### config.mk
export PLATFORM = sky130hd
export DESIGN_NAME = sdram_pin_interface
export DESIGN_NICKNAME = d
export VERILOG_FILES = /design/src/rtl/sdram_pin_pkg.sv /design/src/rtl/sdram_pin_interface.sv
export SDC_FILE = /design/constraint.sdc
export NUM_CORES = 1
export LEC_CHECK = 0
export BUFFER_PORTS_ARGS = -buffer_cell sky130_fd_sc_hd__buf_2
export CAP_MARGIN = 0
export CORE_AREA = 3 3 40 42
export DETAILED_ROUTE_END_ITERATION = 7
export DIE_AREA = 0 0 43 45
export PLACE_DENSITY_LB_ADDON = 0.05
export SETUP_SLACK_MARGIN = 0.1
export SLEW_MARGIN = 20
export SYNTH_ARGS = -nofsm -noshare
export SYNTH_HDL_FRONTEND = slang
export SYNTH_SLANG_ARGS = --single-unit
### constraint.sdc
create_clock -name sys_clk_i -period 1.45 [get_ports sys_clk_i]
set_input_delay 0.2175 -clock sys_clk_i [delete_from_list [all_inputs] [get_ports sys_clk_i]]
set_output_delay 0.2175 -clock sys_clk_i [all_outputs]
set_load 0.02 [all_outputs]
### src/rtl/sdram_pin_pkg.sv
// constants for the sdram pin interface block
package sdram_pin_pkg;
  localparam logic [1:0] CMD_W      = 2'h3;
  // command codes as {row, column, write} strobe levels, active low
  localparam logic [2:0] CMD_NOP    = 3'h7;
  localparam logic [2:0] CMD_ACT    = 3'h3;
  localparam logic [2:0] CMD_READ   = 3'h5;
  localparam logic [2:0] CMD_WRITE  = 3'h4;
  localparam logic [2:0] CMD_PRE    = 3'h2;
  localparam logic [2:0] CMD_REF    = 3'h1;
  localparam logic [2:0] CMD_MRS    = 3'h0;
  localparam logic [2:0] CMD_BST    = 3'h6;
  localparam int unsigned ROW_BIT   = 2;
  localparam int unsigned COL_BIT   = 1;
  localparam int unsigned WR_BIT    = 0;
  localparam logic       PIN_IDLE   = 1'h1;
  localparam logic       MASK_ON    = 1'h1;
  localparam logic       MASK_OFF   = 1'h0;
  localparam int unsigned CMD_BITS  = 3;
  localparam logic       CLK_REST   = 1'h0;
  localparam logic       OE_OFF     = 1'h0;
  localparam logic       OE_ON      = 1'h1;
  // output enable slots, one per pin group
  localparam int unsigned OE_COUNT  = 4;
  localparam int unsigned OE_CMD    = 0;
  localparam int unsigned OE_MASK   = 1;
  localparam int unsigned OE_CLK    = 2;
  localparam int unsigned OE_ADDR   = 3;
  typedef enum logic [1:0] {
    ST_RESET = 2'b00,
    ST_INIT  = 2'b01,
    ST_RUN   = 2'b10,
    ST_OFF   = 2'b11
  } pin_state_t;
endpackage

### src/rtl/sdram_pin_interface.sv
// pin stage of the external sdram interface
// Operation
// command encoded on row, column, write strobes
// mask high until init done, then low
// precharge bit replaces address ten on sdram access
// refresh allowed during concurrent non-sdram accesses
// sdram ignores write data when mask high
// sdram floats outputs on read when mask high
// clock gate output suspends memory clock
// disable bit stops all interface switching; address ten still follows the shared bit while off
// pins floating in reset, high afterwards
`timescale 1ns/1ns
`default_nettype none
module sdram_pin_interface
  import sdram_pin_pkg::*;
(
  // clock and reset
  input  wire logic       sys_clk_i,
  input  wire logic       arst_n_i,
  // control from the sdram controller
  input  wire logic       interface_disable_bit_i,
  input  wire logic       init_done_i,
  input  wire logic [2:0] cmd_i,
  input  wire logic       cmd_valid_i,
  input  wire logic       sdram_access_i,
  input  wire logic       precharge_address_bit_i,
  input  wire logic       clock_gate_i,
  input  wire logic       shared_address_bit_ten_i,
  // sdram pins
  output logic            row_strobe_out_o,
  output logic            column_strobe_out_o,
  output logic            write_strobe_out_o,
  output logic            memory_clock_gate_out_o,
  output logic            byte_mask_out_o,
  output logic            memory_clock_out_o,
  output logic            cmd_oe_o,
  output logic            mask_oe_o,
  output logic            clock_oe_o,
  // address bit ten, shared with the other external devices
  output logic            address_ten_o,
  output logic            address_ten_oe_o
);
  import sdram_pin_pkg::*;

  // controller state and registered pin values
  pin_state_t              state_q;
  pin_state_t              state_d;
  logic [CMD_BITS-1:0]     cmd_q;
  logic [CMD_BITS-1:0]     cmd_d;
  logic                    cke_q;
  logic                    cke_d;
  logic                    mask_q;
  logic                    mask_d;
  logic                    a10_q;
  logic                    a10_d;
  logic                    clk_q;
  logic                    clk_d;
  logic [OE_COUNT-1:0]     oe_q;
  logic                    oe_d;

  // decode of the current state and request
  logic                    running;
  logic                    in_run;
  logic                    off_req;
  logic                    cmd_live;
  logic                    use_a10;

  function automatic logic is_running(input pin_state_t st);
    return (st == ST_INIT) || (st == ST_RUN);
  endfunction

  function automatic logic pick_bit(
    input logic sel,
    input logic when_set,
    input logic when_clear
  );
    return sel ? when_set : when_clear;
  endfunction

  assign running  = is_running(state_q);
  assign in_run   = (state_q == ST_RUN);
  assign off_req  = interface_disable_bit_i;
  assign cmd_live = running && cmd_valid_i;
  // a refresh needs no shared address, so it may overlap other bus users
  assign use_a10  = cmd_live && sdram_access_i;

  always_comb begin
    state_d = state_q;
    case (state_q)
      ST_RESET: begin
        if (off_req) begin
          state_d = ST_OFF;
        end else begin
          state_d = ST_INIT;
        end
      end
      ST_INIT: begin
        if (off_req) begin
          state_d = ST_OFF;
        end else if (init_done_i) begin
          state_d = ST_RUN;
        end else begin
          state_d = ST_INIT;
        end
      end
      ST_RUN: begin
        if (off_req) begin
          state_d = ST_OFF;
        end else begin
          state_d = ST_RUN;
        end
      end
      ST_OFF: begin
        if (off_req) begin
          state_d = ST_OFF;
        end else begin
          state_d = ST_INIT;
        end
      end
      default: begin
        state_d = ST_RESET;
      end
    endcase
  end

  assign oe_d   = OE_ON;
  assign cmd_d  = cmd_live ? cmd_i : CMD_NOP;
  assign cke_d  = pick_bit(running, clock_gate_i, cke_q);
  assign mask_d = in_run ? MASK_OFF : MASK_ON;
  assign a10_d  = pick_bit(use_a10, precharge_address_bit_i, shared_address_bit_ten_i);
  // memory clock frozen outside init and run, so only address ten still switches
  assign clk_d  = pick_bit(running, ~clk_q, clk_q);

  // state register
  always_ff @(posedge sys_clk_i or negedge arst_n_i) begin
    if (!arst_n_i) begin
      state_q <= ST_RESET;
    end else begin
      state_q <= state_d;
    end
  end

  // clock gate pin
  always_ff @(posedge sys_clk_i or negedge arst_n_i) begin
    if (!arst_n_i) begin
      cke_q <= PIN_IDLE;
    end else begin
      cke_q <= cke_d;
    end
  end

  // byte mask pin
  always_ff @(posedge sys_clk_i or negedge arst_n_i) begin
    if (!arst_n_i) begin
      mask_q <= MASK_ON;
    end else begin
      mask_q <= mask_d;
    end
  end

  // address ten pin
  always_ff @(posedge sys_clk_i or negedge arst_n_i) begin
    if (!arst_n_i) begin
      a10_q <= PIN_IDLE;
    end else begin
      a10_q <= a10_d;
    end
  end

  // memory clock pin
  always_ff @(posedge sys_clk_i or negedge arst_n_i) begin
    if (!arst_n_i) begin
      clk_q <= CLK_REST;
    end else begin
      clk_q <= clk_d;
    end
  end

  // one flop per command strobe
  for (genvar b = 0; b < CMD_BITS; b++) begin : g_strobe
    logic bit_q;
    always_ff @(posedge sys_clk_i or negedge arst_n_i) begin
      if (!arst_n_i) begin
        bit_q <= CMD_NOP[b];
      end else begin
        bit_q <= cmd_d[b];
      end
    end
    assign cmd_q[b] = bit_q;
  end

  // one enable flop per pin group, off while in reset
  for (genvar e = 0; e < OE_COUNT; e++) begin : g_enable
    logic en_q;
    always_ff @(posedge sys_clk_i or negedge arst_n_i) begin
      if (!arst_n_i) begin
        en_q <= OE_OFF;
      end else begin
        en_q <= oe_d;
      end
    end
    assign oe_q[e] = en_q;
  end

  // pin values
  assign row_strobe_out_o        = cmd_q[ROW_BIT];
  assign column_strobe_out_o     = cmd_q[COL_BIT];
  assign write_strobe_out_o      = cmd_q[WR_BIT];
  assign memory_clock_gate_out_o = cke_q;
  assign byte_mask_out_o         = mask_q;
  assign memory_clock_out_o      = clk_q;
  assign address_ten_o           = a10_q;

  // pin enables
  assign cmd_oe_o                = oe_q[OE_CMD];
  assign mask_oe_o               = oe_q[OE_MASK];
  assign clock_oe_o              = oe_q[OE_CLK];
  assign address_ten_oe_o        = oe_q[OE_ADDR];
endmodule
`default_nettype wire

==> results of run 1 <==
[metal layers]
| layer | wire length, µm | part of all wire (%) |
|---|---|---|
| met3 | 127 | 15 |
| met4 | 0 | 0 |
| met5 | 0 | 0 |
| met1 | 301 | 37 |
| met2 | 392 | 48 |
[worst min-delay path by stage]
stage                                          to     start
floorplan                    clock_oe_o$_DFF_PN0_  arst_n_i
finish              column_strobe_out_o$_DFF_PN1_  cmd_i[1]
CTS                 column_strobe_out_o$_DFF_PN1_  cmd_i[1]
global placement             state_q[0]$_DFF_PN0_  arst_n_i
detailed placement           clock_oe_o$_DFF_PN0_  arst_n_i
global route        column_strobe_out_o$_DFF_PN1_  cmd_i[1]
[layout by cell type, fill, tap and decap left out, drive strengths merged]
cell type,n
inv,4
nor2b,1
mux2,2
ha,2
xnor2,1
dfstp,6
dfrtp,4
nand3b,1
dlygate4sd3,1
conb,1
mux2i,1
clkbuf,4
a31oi,1
nor3,1
buf,22
nand2b,5
a21oi,1
[synth_stat cells]
cell type	number	area [µm²]
dfstp_2	6	158
nand2b_1	5	31.3
dfrtp_1	4	100
inv_1	4	15.0
buf_4	3	22.5
ha_1	2	25.0
a21oi_1	1	5.00
a31oi_1	1	6.26
conb_1	1	3.75
mux2_2	1	11.3
mux2_4	1	15.0
mux2i_1	1	10.0
nand3b_4	1	20.0
nor2b_1	1	6.26
nor3_1	1	5.00
xnor2_1	1	8.76
[through the flow]
| step | setup slack [ns] | std cells | util, % | cell area, µm² |
|---|---|---|---|---|
| after global placement | 0.157 | 68 | 42.7 | 549 |
| final | 0.215 | 73 | 47.3 | 608 |
| after global routing | 0.177 | 73 | 47.3 | 608 |
| after CTS | 0.136 | 73 | 46.5 | 598 |
| after floorplan | 0.195 | 34 | - | 443 |
| after detailed placement | 0.0935 | 68 | 42.7 | 549 |
[power by group through the flow]
stage | Combinational, µW | Sequential (µW) | Clock (µW)
after floorplan | 330 | 571 | 0
after global routing | 685 | 485 | 277
final | 628 | 473 | 248
after global placement | 567 | 466 | 0
after CTS | 596 | 470 | 263
after detailed placement | 578 | 474 | 0
[logic make-up (layout without fill, tap and decap cells)]
family,count (synthesis),after routing,synth area share [%]
AND/OR/NAND/NOR,8,8,14.1
adder cells (fa/ha/maj),2,2,5.65
AO/OA/AOI/OAI,2,2,2.54
flip-flops,10,10,58.2
multiplexers,3,3,8.19
buffers and inverters,7,31,8.47
other,1,1,0.847
XOR/XNOR,1,1,1.98
[area by class of cell]
type	count	area share, %
Sequential cell	10	42.4
Clock buffer	4	5.97
Tap cell	15	3.09
Multi-Input combinational cell	17	26.3
Inverter	4	2.47
Timing Repair Buffer	23	19.8
[what timing repair did]
action / in CTS / in global routing
setup endpoints to repair: 1 / 1
endpoints found under the hold margin: 4 / 0
hold buffers: 1 / 0
resized for setup: 1 / 1
[sequential cells by signal, indices dropped and copies added (netlist names)]
register                 count
address_ten_o                1
byte_mask_out_o              1
clock_oe_o                   1
column_strobe_out_o          1
memory_clock_gate_out_o      1
memory_clock_out_o           1
row_strobe_out_o             1
state_q                      2
write_strobe_out_o           1
[critical path, delay by kind of cell (launching register included)]
| family | cells | cell delay, ns |
|---|---|---|
| buffers and inverters | 1 | 0.10 |
| adders and majority gates | 1 | 0.23 |
| muxes | 1 | 0.29 |
| and+or+nand+nor | 1 | 0.15 |
| DFF | 1 | 0.39 |
==> results_dict.tcl, run 1 <==
set metrics [dict create \
    wl_um 820 \
    clockPowerShare_pct 18.4 \
    register_area_um2 258 \
    grt_overflow_total 0 \
    ys_ff_latch 10 \
    avgViaCountPerCell 4.25 \
    combPwrFrac_pct 46.5 \
    max_stage_delay_ns 0.39 \
    crit_chain "inv_1, ha_4, nand3b_4, mux2_4" \
    rows 13 \
    avgRoutedWirePerCell_um 11.2 \
    syn_to_final_growth_pct 37.3 \
    die_w_um 43 \
    p_per_area_nw_per_um2 2220 \
    ant_nets 0 \
    timing_worst_setup_path_type "flip-flop to flip-flop" \
    setup_violations 0 \
    avgSynthCellArea_um2 13.0 \
    hpwl_um 645 \
    start_kind "flip-flop" \
    vias 310 \
    dieArea_um2 1940 \
    hold_depth 2 \
    fmax_ghz 0.810 \
    post-cts-setup-buffer-count 0 \
    cts.sinks 10 \
    cts_tree "built" \
    r2r_end "address_ten_o$_DFF_PN1_" \
    p_seq_share_pct 35.1 \
    required_ns 1.65 \
    first_pass_iters 2 \
    core_um2 1280 \
    diodes 0 \
    grt_pass1_vias 334 \
    crit_path_max_fanout 6 \
    place.gp.congestion 0.780 \
    globalRouteMet2Util_pct 15.3 \
    seq_area_frac_synth_pct 58.2 \
    yosysWarningCount 0 \
    use_met1_pct 10.5 \
    grt_pass1_wl_um 1340 \
    power_uw 1350 \
    worst_skew_pair.late_latency_ns 0.26 \
    crit_end "address_ten_o$_DFF_PN1_" \
    timing.rr.start "state_q[0]$_DFF_PN0_" \
    die_h_um 45 \
    switching_share_pct 34.8 \
    cts-root-buf "clkbuf_4" \
    drtIter0Drc 2 \
    grt_use_met3_pct 3.98 \
    syn_inst 34 \
    drc 0 \
    multiInputGateArea_um2 160 \
    fin_crit_sh_pct 85.2 \
    ios 23 \
    drv_cap 0 \
    final.fill_count 127 \
    numCtsBuffers 3 \
    whs_ns 0.148 \
    clock_path_buffers 2 \
    p_leak_uw 0.000303 \
    final_nets 73 \
    cp.arrival_ns 1.43 \
    rsz0062_at_grt "false" \
    antenna_found_initial 0 \
    initial_core_util_pct 34.5 \
    critical_path.startpoint "state_q[0]$_DFF_PN0_" \
    worst-r2r-setup-slack_ns 0.21 \
    intPower_uw 880 \
    io_buffer_count 22 \
    status "finished, final reports clean" \
    ctsHtreeMaxLevel 1 \
    peakVddDrop_uv 937 \
    clock-skew-final_ns 0.00580 \
    min_path_type "input port to flip-flop" \
    worst_path_max_delay_cell "dfrtp_1" \
    finalHoldViolCount 0 \
    worstSetupEndpointType "flip-flop" \
    p_switching_uw 469 \
    period_needed_ns 1.24 \
    syn_area_um2 443 \
    yosysUniqueCellTypes 16 \
    track_usage_pct 9.95 \
    drive_gt1_share_pct 62.1 \
    finalMaxSlewViolations 0 \
    synth_nets 48 \
    setup-tns-final_ns 0 \
    grt_max_degree 11 \
    rr_worst_depth 4 \
    cts.clk_slew.worst_paths_ns 0.07 \
    top_usage_layer "met2" \
]
Note: power is estimated with default switching activity, not from simulation.
==> run 2: changes to the inputs <==
--- a/config.mk
+++ b/config.mk
@@ -5,6 +5,7 @@
 export SDC_FILE = /design/constraint.sdc
 export NUM_CORES = 1
 export LEC_CHECK = 0
+export ABC_AREA = 1
 export BUFFER_PORTS_ARGS = -buffer_cell sky130_fd_sc_hd__buf_2
 export CAP_MARGIN = 0
 export CORE_AREA = 3 3 40 42
==> results_dict.tcl, run 2 <==
set metrics [dict create \
    p_leak_uw 0.000317 \
    synth-compound-area-share_pct 1.13 \
    ctsHtreeMaxLevel 1 \
    ant_nets 0 \
    synth-edff-count 0 \
    async_reset_ff_share_pct 100 \
    core_um2 1280 \
    rsz0062_at_grt "false" \
    timing_worst_setup_path_type "flip-flop to output port" \
    required_ns 1.23 \
    track_usage_pct 8.92 \
    yosysWarningCount 0 \
    drive_gt1_share_pct 50.0 \
    die_h_um 45 \
    cp_top_family "flip-flops" \
    setup-tns-final_ns 0 \
    worst_path_max_delay_cell "dfstp_2" \
    grt_max_degree 11 \
    synth_top_cell_area_share_pct 35.7 \
    synth-xor-area-share_pct 1.98 \
    cp.arrival_ns 0.95 \
    max_stage_delay_ns 0.53 \
    yosysUniqueCellTypes 15 \
    first_pass_iters 4 \
    drtIter0Drc 8 \
    grt_overflow_total 0 \
    worst_skew_pair.late_latency_ns 0.27 \
    io_buffer_count 22 \
    grt_pass1_vias 275 \
    synthSimpleGateAreaFrac_pct 21.0 \
    yosys.area.top_type "dfstp_2" \
    layout.cells.most_common_list "buf_2, nand2_1, inv_1, dfstp_2, dfrtp_1" \
    grt_pass1_wl_um 1140 \
    clock_path_buffers 2 \
    yosysMostFrequentCell "nand2_1" \
    ys_ff_latch 10 \
    drc 0 \
    drv_cap 0 \
    status "finished, final reports clean" \
    ios 23 \
    crit_chain "buf_2" \
    fmax_ghz 0.854 \
    period_needed_ns 1.17 \
    syn_area_um2 442 \
    dieArea_um2 1940 \
    clock-skew-final_ns 0.00722 \
    synth_top_family_by_area "simple AND/OR/NAND/NOR gates" \
    wl_um 796 \
    cts.clk_slew.worst_paths_ns 0.07 \
    cts-root-buf "clkbuf_4" \
    die_w_um 43 \
    avgRoutedWirePerCell_um 9.59 \
    cts_resized 0 \
    syn_inst 44 \
    initial_core_util_pct 34.4 \
    synth_nets 58 \
    diodes 0 \
    seq_area_frac_synth_pct 58.4 \
    largest_reg_flops 2 \
    fin_crit_sh_pct 80.8 \
    final_nets 83 \
    cts.sinks 10 \
    synth_common_cells "nand2_1, dfstp_2, inv_1, dfrtp_1" \
    synthAdderAreaFrac_pct 5.67 \
    antenna_found_initial 0 \
    synth_flop_cell "dfstp_2" \
    worstSetupEndpointType "output port" \
    synth_area_leaders "dfstp_2, dfrtp_1, nand2_1, ha_1, buf_4" \
    final.fill_count 130 \
    finalMaxSlewViolations 0 \
    hpwl_um 618 \
    regMostFlops "state_q" \
    numCtsBuffers 3 \
    yosys-mux-area-fraction_pct 0 \
    min_path_type "input port to flip-flop" \
    crit_path_max_fanout 2 \
    peakVddDrop_uv 769 \
    finalHoldViolCount 0 \
    cts_tree "built" \
    setup_violations 0 \
    p_per_area_nw_per_um2 2120 \
    path_buf_inv 1 \
    avgViaCountPerCell 4.16 \
    final_common_cell "buf_2" \
    avgSynthCellArea_um2 10.0 \
    post_dp_cell_area_um2 548 \
    fin_area_um2 594 \
    utilization_pct 46.3 \
    syn_to_final_growth_pct 34.6 \
    start_kind "flip-flop" \
    place.gp.congestion 0.680 \
    vias 345 \
    rows 13 \
]
-- run 2: changes by cell type after synthesis, sizes merged, moves of 2 or more --
cell / before / now
nand2b: 5 / 0
nand3: 0 / 2
inv: 4 / 7
mux2: 2 / 0
nand3b: 1 / 3
nand2: 0 / 12
-- run 2: power by group --
part / internal, µW / total [µW] / leakage (µW) / switching [µW]
clock network: 153 / 254 / 0.0000210 / 102
registers: 421 / 463 / 0.000109 / 42.5
logic: 198 / 542 / 0.000187 / 344
-- run 2: worst paths after layout --
kind	depth (start not counted)	slack, ns	from	endpoint
max in group asynchronous	2	0.86	arst_n_i	write_strobe_out_o$_DFF_PN1_
hold / removal	3	0.13	clock_gate_i	memory_clock_gate_out_o$_DFFE_PN1P_
min in group asynchronous	2	0.33	arst_n_i	memory_clock_out_o$_DFFE_PN0P_
setup / recovery	1	0.28	memory_clock_gate_out_o$_DFFE_PN1P_	memory_clock_gate_out_o
setup reg to reg	5	0.31	state_q[1]$_DFF_PN0_	state_q[0]$_DFF_PN0_
hold reg to reg	1	0.47	memory_clock_out_o$_DFFE_PN0P_	memory_clock_out_o$_DFFE_PN0P_
-- run 2: cells by family after synthesis --
group / after synthesis
AO/OA/AOI/OAI: 1
XOR/XNOR: 1
adder cells (fa/ha/maj): 2
buffers and inverters: 10
flip-flops: 10
other: 1
AND/OR/NAND/NOR: 19
-- run 2: layout make-up --
class	instances	area (µm²)	share of cell area (%)
sequential	10	258	43.4
tap	15	18.8	3.16
timing repair buffer	23	120	20.2
multi-input combinational	24	135	22.7
inverter	7	26.3	4.42
clock buffer	4	36.3	6.11
-- run 2: metal layers --
| metal | GRT usage [%] | wire length, µm | up-vias | share of wire, % |
|---|---|---|---|---|
| met5 | 0 | 0 | - | 0 |
| met4 | 7.23 | 9 | 0 | 1.1 |
| met3 | 5.18 | 85 | 2 | 11 |
| met2 | 11.4 | 329 | 21 | 41 |
| met1 | 10.7 | 372 | 144 | 47 |
| li1 | - | - | 178 | - |
-- run 2: repair_timing --
item,in CTS,in global routing
endpoints found under the hold margin,4,0
buffers inserted,0,0
hold buffers,1,0
-- run 2: per-stage QoR --
stage | worst slack [ns] | total power, µW | instances | hold slack (ns)
finish | 0.278 | 1260 | 83 | 0.134
global route | 0.238 | 1360 | 83 | 0.140
CTS | 0.266 | 1280 | 83 | 0.129
detailed placement | 0.323 | 1020 | 78 | 0.0896
global placement | 0.324 | 1010 | 78 | 0.0897
floorplan | 0.395 | 870 | 44 | -0.0781
-- run 2: worst min-delay path: cells and delay by family --
kind                   cells  cell delay [ns]
buffers and inverters      1             0.09
and+or+nand+nor            2             0.09
==> run 3: changes to the inputs <==
--- a/config.mk
+++ b/config.mk
@@ -5,7 +5,7 @@
 export SDC_FILE = /design/constraint.sdc
 export NUM_CORES = 1
 export LEC_CHECK = 0
-export ABC_AREA = 1
+export ABC_AREA = 0
 export BUFFER_PORTS_ARGS = -buffer_cell sky130_fd_sc_hd__buf_2
 export CAP_MARGIN = 0
 export CORE_AREA = 3 3 40 42
==> constraint.sdc (replaced) <==
create_clock -name sys_clk_i -period 1.2 [get_ports sys_clk_i]
set_input_delay 0.18 -clock sys_clk_i [delete_from_list [all_inputs] [get_ports sys_clk_i]]
set_output_delay 0.18 -clock sys_clk_i [all_outputs]
set_load 0.02 [all_outputs]
==> results_dict.tcl, run 3 (synthesis results as in run 1) <==
set metrics [dict create \
    status "finished, final reports clean" \
    rows 13 \
    wl_met1_um 323 \
    finalMaxSlewViolations 0 \
    clock_path_buffers 2 \
    regMostFlops "state_q" \
    die_h_um 45 \
    worst_skew_pair.late_latency_ns 0.26 \
    initial_core_util_pct 34.5 \
    avgViaCountPerCell 4.23 \
    dpl.cell_count 68 \
    grt_pass1_vias 310 \
    ios 23 \
    track_usage_pct 8.49 \
    drv_cap 0 \
    fmax_ghz 0.836 \
    wl_met2_um 409 \
    rr_worst_depth 4 \
    die_w_um 43 \
    fin_crit_sh_pct 99.7 \
    worst-r2r-setup-slack_ns 0.004 \
    hpwl_um 617 \
    peakVddDrop_uv 1180 \
    diodes 0 \
    final_common_cell "buf_2" \
    dieArea_um2 1940 \
    cts-root-buf "clkbuf_4" \
    p_leak_uw 0.000324 \
    timing_worst_setup_path_type "flip-flop to flip-flop" \
    worstSetupEndpointType "flip-flop" \
    place.gp.congestion 0.644 \
    cp_top_family "flip-flops" \
    timing.rr.start "state_q[0]$_DFF_PN0_" \
    p_per_area_nw_per_um2 2710 \
    wl_um 801 \
    grt_overflow_total 0 \
    max_stage_delay_ns 0.37 \
    syn_to_final_growth_pct 47.5 \
    crit_path_max_fanout 5 \
    r2r_end "address_ten_o$_DFF_PN1_" \
    utilization_pct 50.8 \
    hold_depth 2 \
    start_kind "flip-flop" \
    min_path_type "input port to flip-flop" \
    drc 0 \
    cts.clk_slew.worst_paths_ns 0.07 \
    grt_max_degree 11 \
    final_nets 74 \
    setup_violations 0 \
    worst_path_max_delay_cell "dfrtp_1" \
    vias 313 \
    period_needed_ns 1.20 \
    drtIter0Drc 1 \
    numCtsBuffers 3 \
    path_buf_inv 1 \
    first_pass_iters 2 \
    drive_gt1_share_pct 64.4 \
    cts.sinks 10 \
    hold_start "cmd_i[2]" \
    largest_reg_flops 2 \
    clock-skew-final_ns 0.00123 \
    crit_chain "inv_2, ha_4, nand3b_4, mux2_4" \
    ant_nets 0 \
    final.fill_count 124 \
    io_buffer_count 22 \
    avgRoutedWirePerCell_um 10.8 \
    core_um2 1280 \
    grt_pass1_wl_um 1240 \
    rsz0062_at_grt "true" \
    finalHoldViolCount 0 \
    top_layer_used "met3" \
    cts_tree "built" \
    antenna_found_initial 0 \
    whs_endpoint "row_strobe_out_o$_DFF_PN1_" \
    layout.cells.most_common_list "buf_2, dfstp_2, buf_6, nand2b_1, dfrtp_1" \
    fin_cells 74 \
    required_ns 1.39 \
    wl_met3_um 68 \
    cp.arrival_ns 1.38 \
    ctsHtreeMaxLevel 1 \
]
-- run 3: worst max-delay path by stage --
stage	start	end	slack, ns	cells after the start
after floorplan	state_q[1]$_DFF_PN0_	address_ten_o$_DFF_PN1_	0.03	3
final	state_q[0]$_DFF_PN0_	address_ten_o$_DFF_PN1_	0.004	4
after detailed placement	state_q[0]$_DFF_PN0_	address_ten_o$_DFF_PN1_	-0.02	4
after CTS	state_q[0]$_DFF_PN0_	address_ten_o$_DFF_PN1_	-0.005	4
after global routing	state_q[1]$_DFF_PN0_	address_ten_o$_DFF_PN1_	-0.02	3
after global placement	state_q[1]$_DFF_PN0_	address_ten_o$_DFF_PN1_	0.02	3
-- run 3: worst reg2reg max path: cells and delay by family (launching register included) --
kind                     cells  cell delay (ns)
adder cells (fa/ha/maj)      1             0.29
buffers and inverters        1             0.06
multiplexers                 1             0.29
flip-flops                   1             0.37
AND/OR/NAND/NOR              1             0.13
-- run 3: cell type report --
cell class | instances | area [µm²] | area share, %
clock buffers | 4 | 36.3 | 5.56
inverters | 4 | 15.0 | 2.30
multi-input cells | 17 | 160 | 24.5
well taps | 15 | 18.8 | 2.87
flip-flops and latches | 10 | 258 | 39.5
repair buffers | 24 | 165 | 25.3
-- run 3: per-stage QoR --
step                      cell area (µm²)   TNS, ns  hold slack, ns  worst slack (ns)  power, µW
after floorplan                       455         0          -0.116            0.0289       1150
after global placement                562         0          0.0410            0.0177       1300
after detailed placement              562   -0.0157          0.0547           -0.0157       1340
after CTS                             634  -0.00518          0.0972          -0.00518       1760
after global routing                  653   -0.0233           0.109           -0.0233       1880
final                                 653         0           0.107           0.00357       1770
-- run 3: power breakdown --
group          switching (µW)  leakage (µW)  internal [µW]
clock                     112     0.0000210            184
sequential               78.7      0.000110            517
combinational             397      0.000193            482
-- run 3: timing repair --
action / CTS / global route
setup buffers: 1 / 0
endpoints found under the setup margin: 10 / 11
gates resized for setup: 7 / 5
hold buffers: 1 / 0
pin swaps: 2 / 0
hold endpoints to repair: 4 / 0
-- run 3: layer usage --
metal / track usage [%] / vias up
li1: - / 152
met1: 10.4 / 146
met2: 13.8 / 15
met3: 3.98 / 0
met4: 1.81 / 0
met5: 0 / -
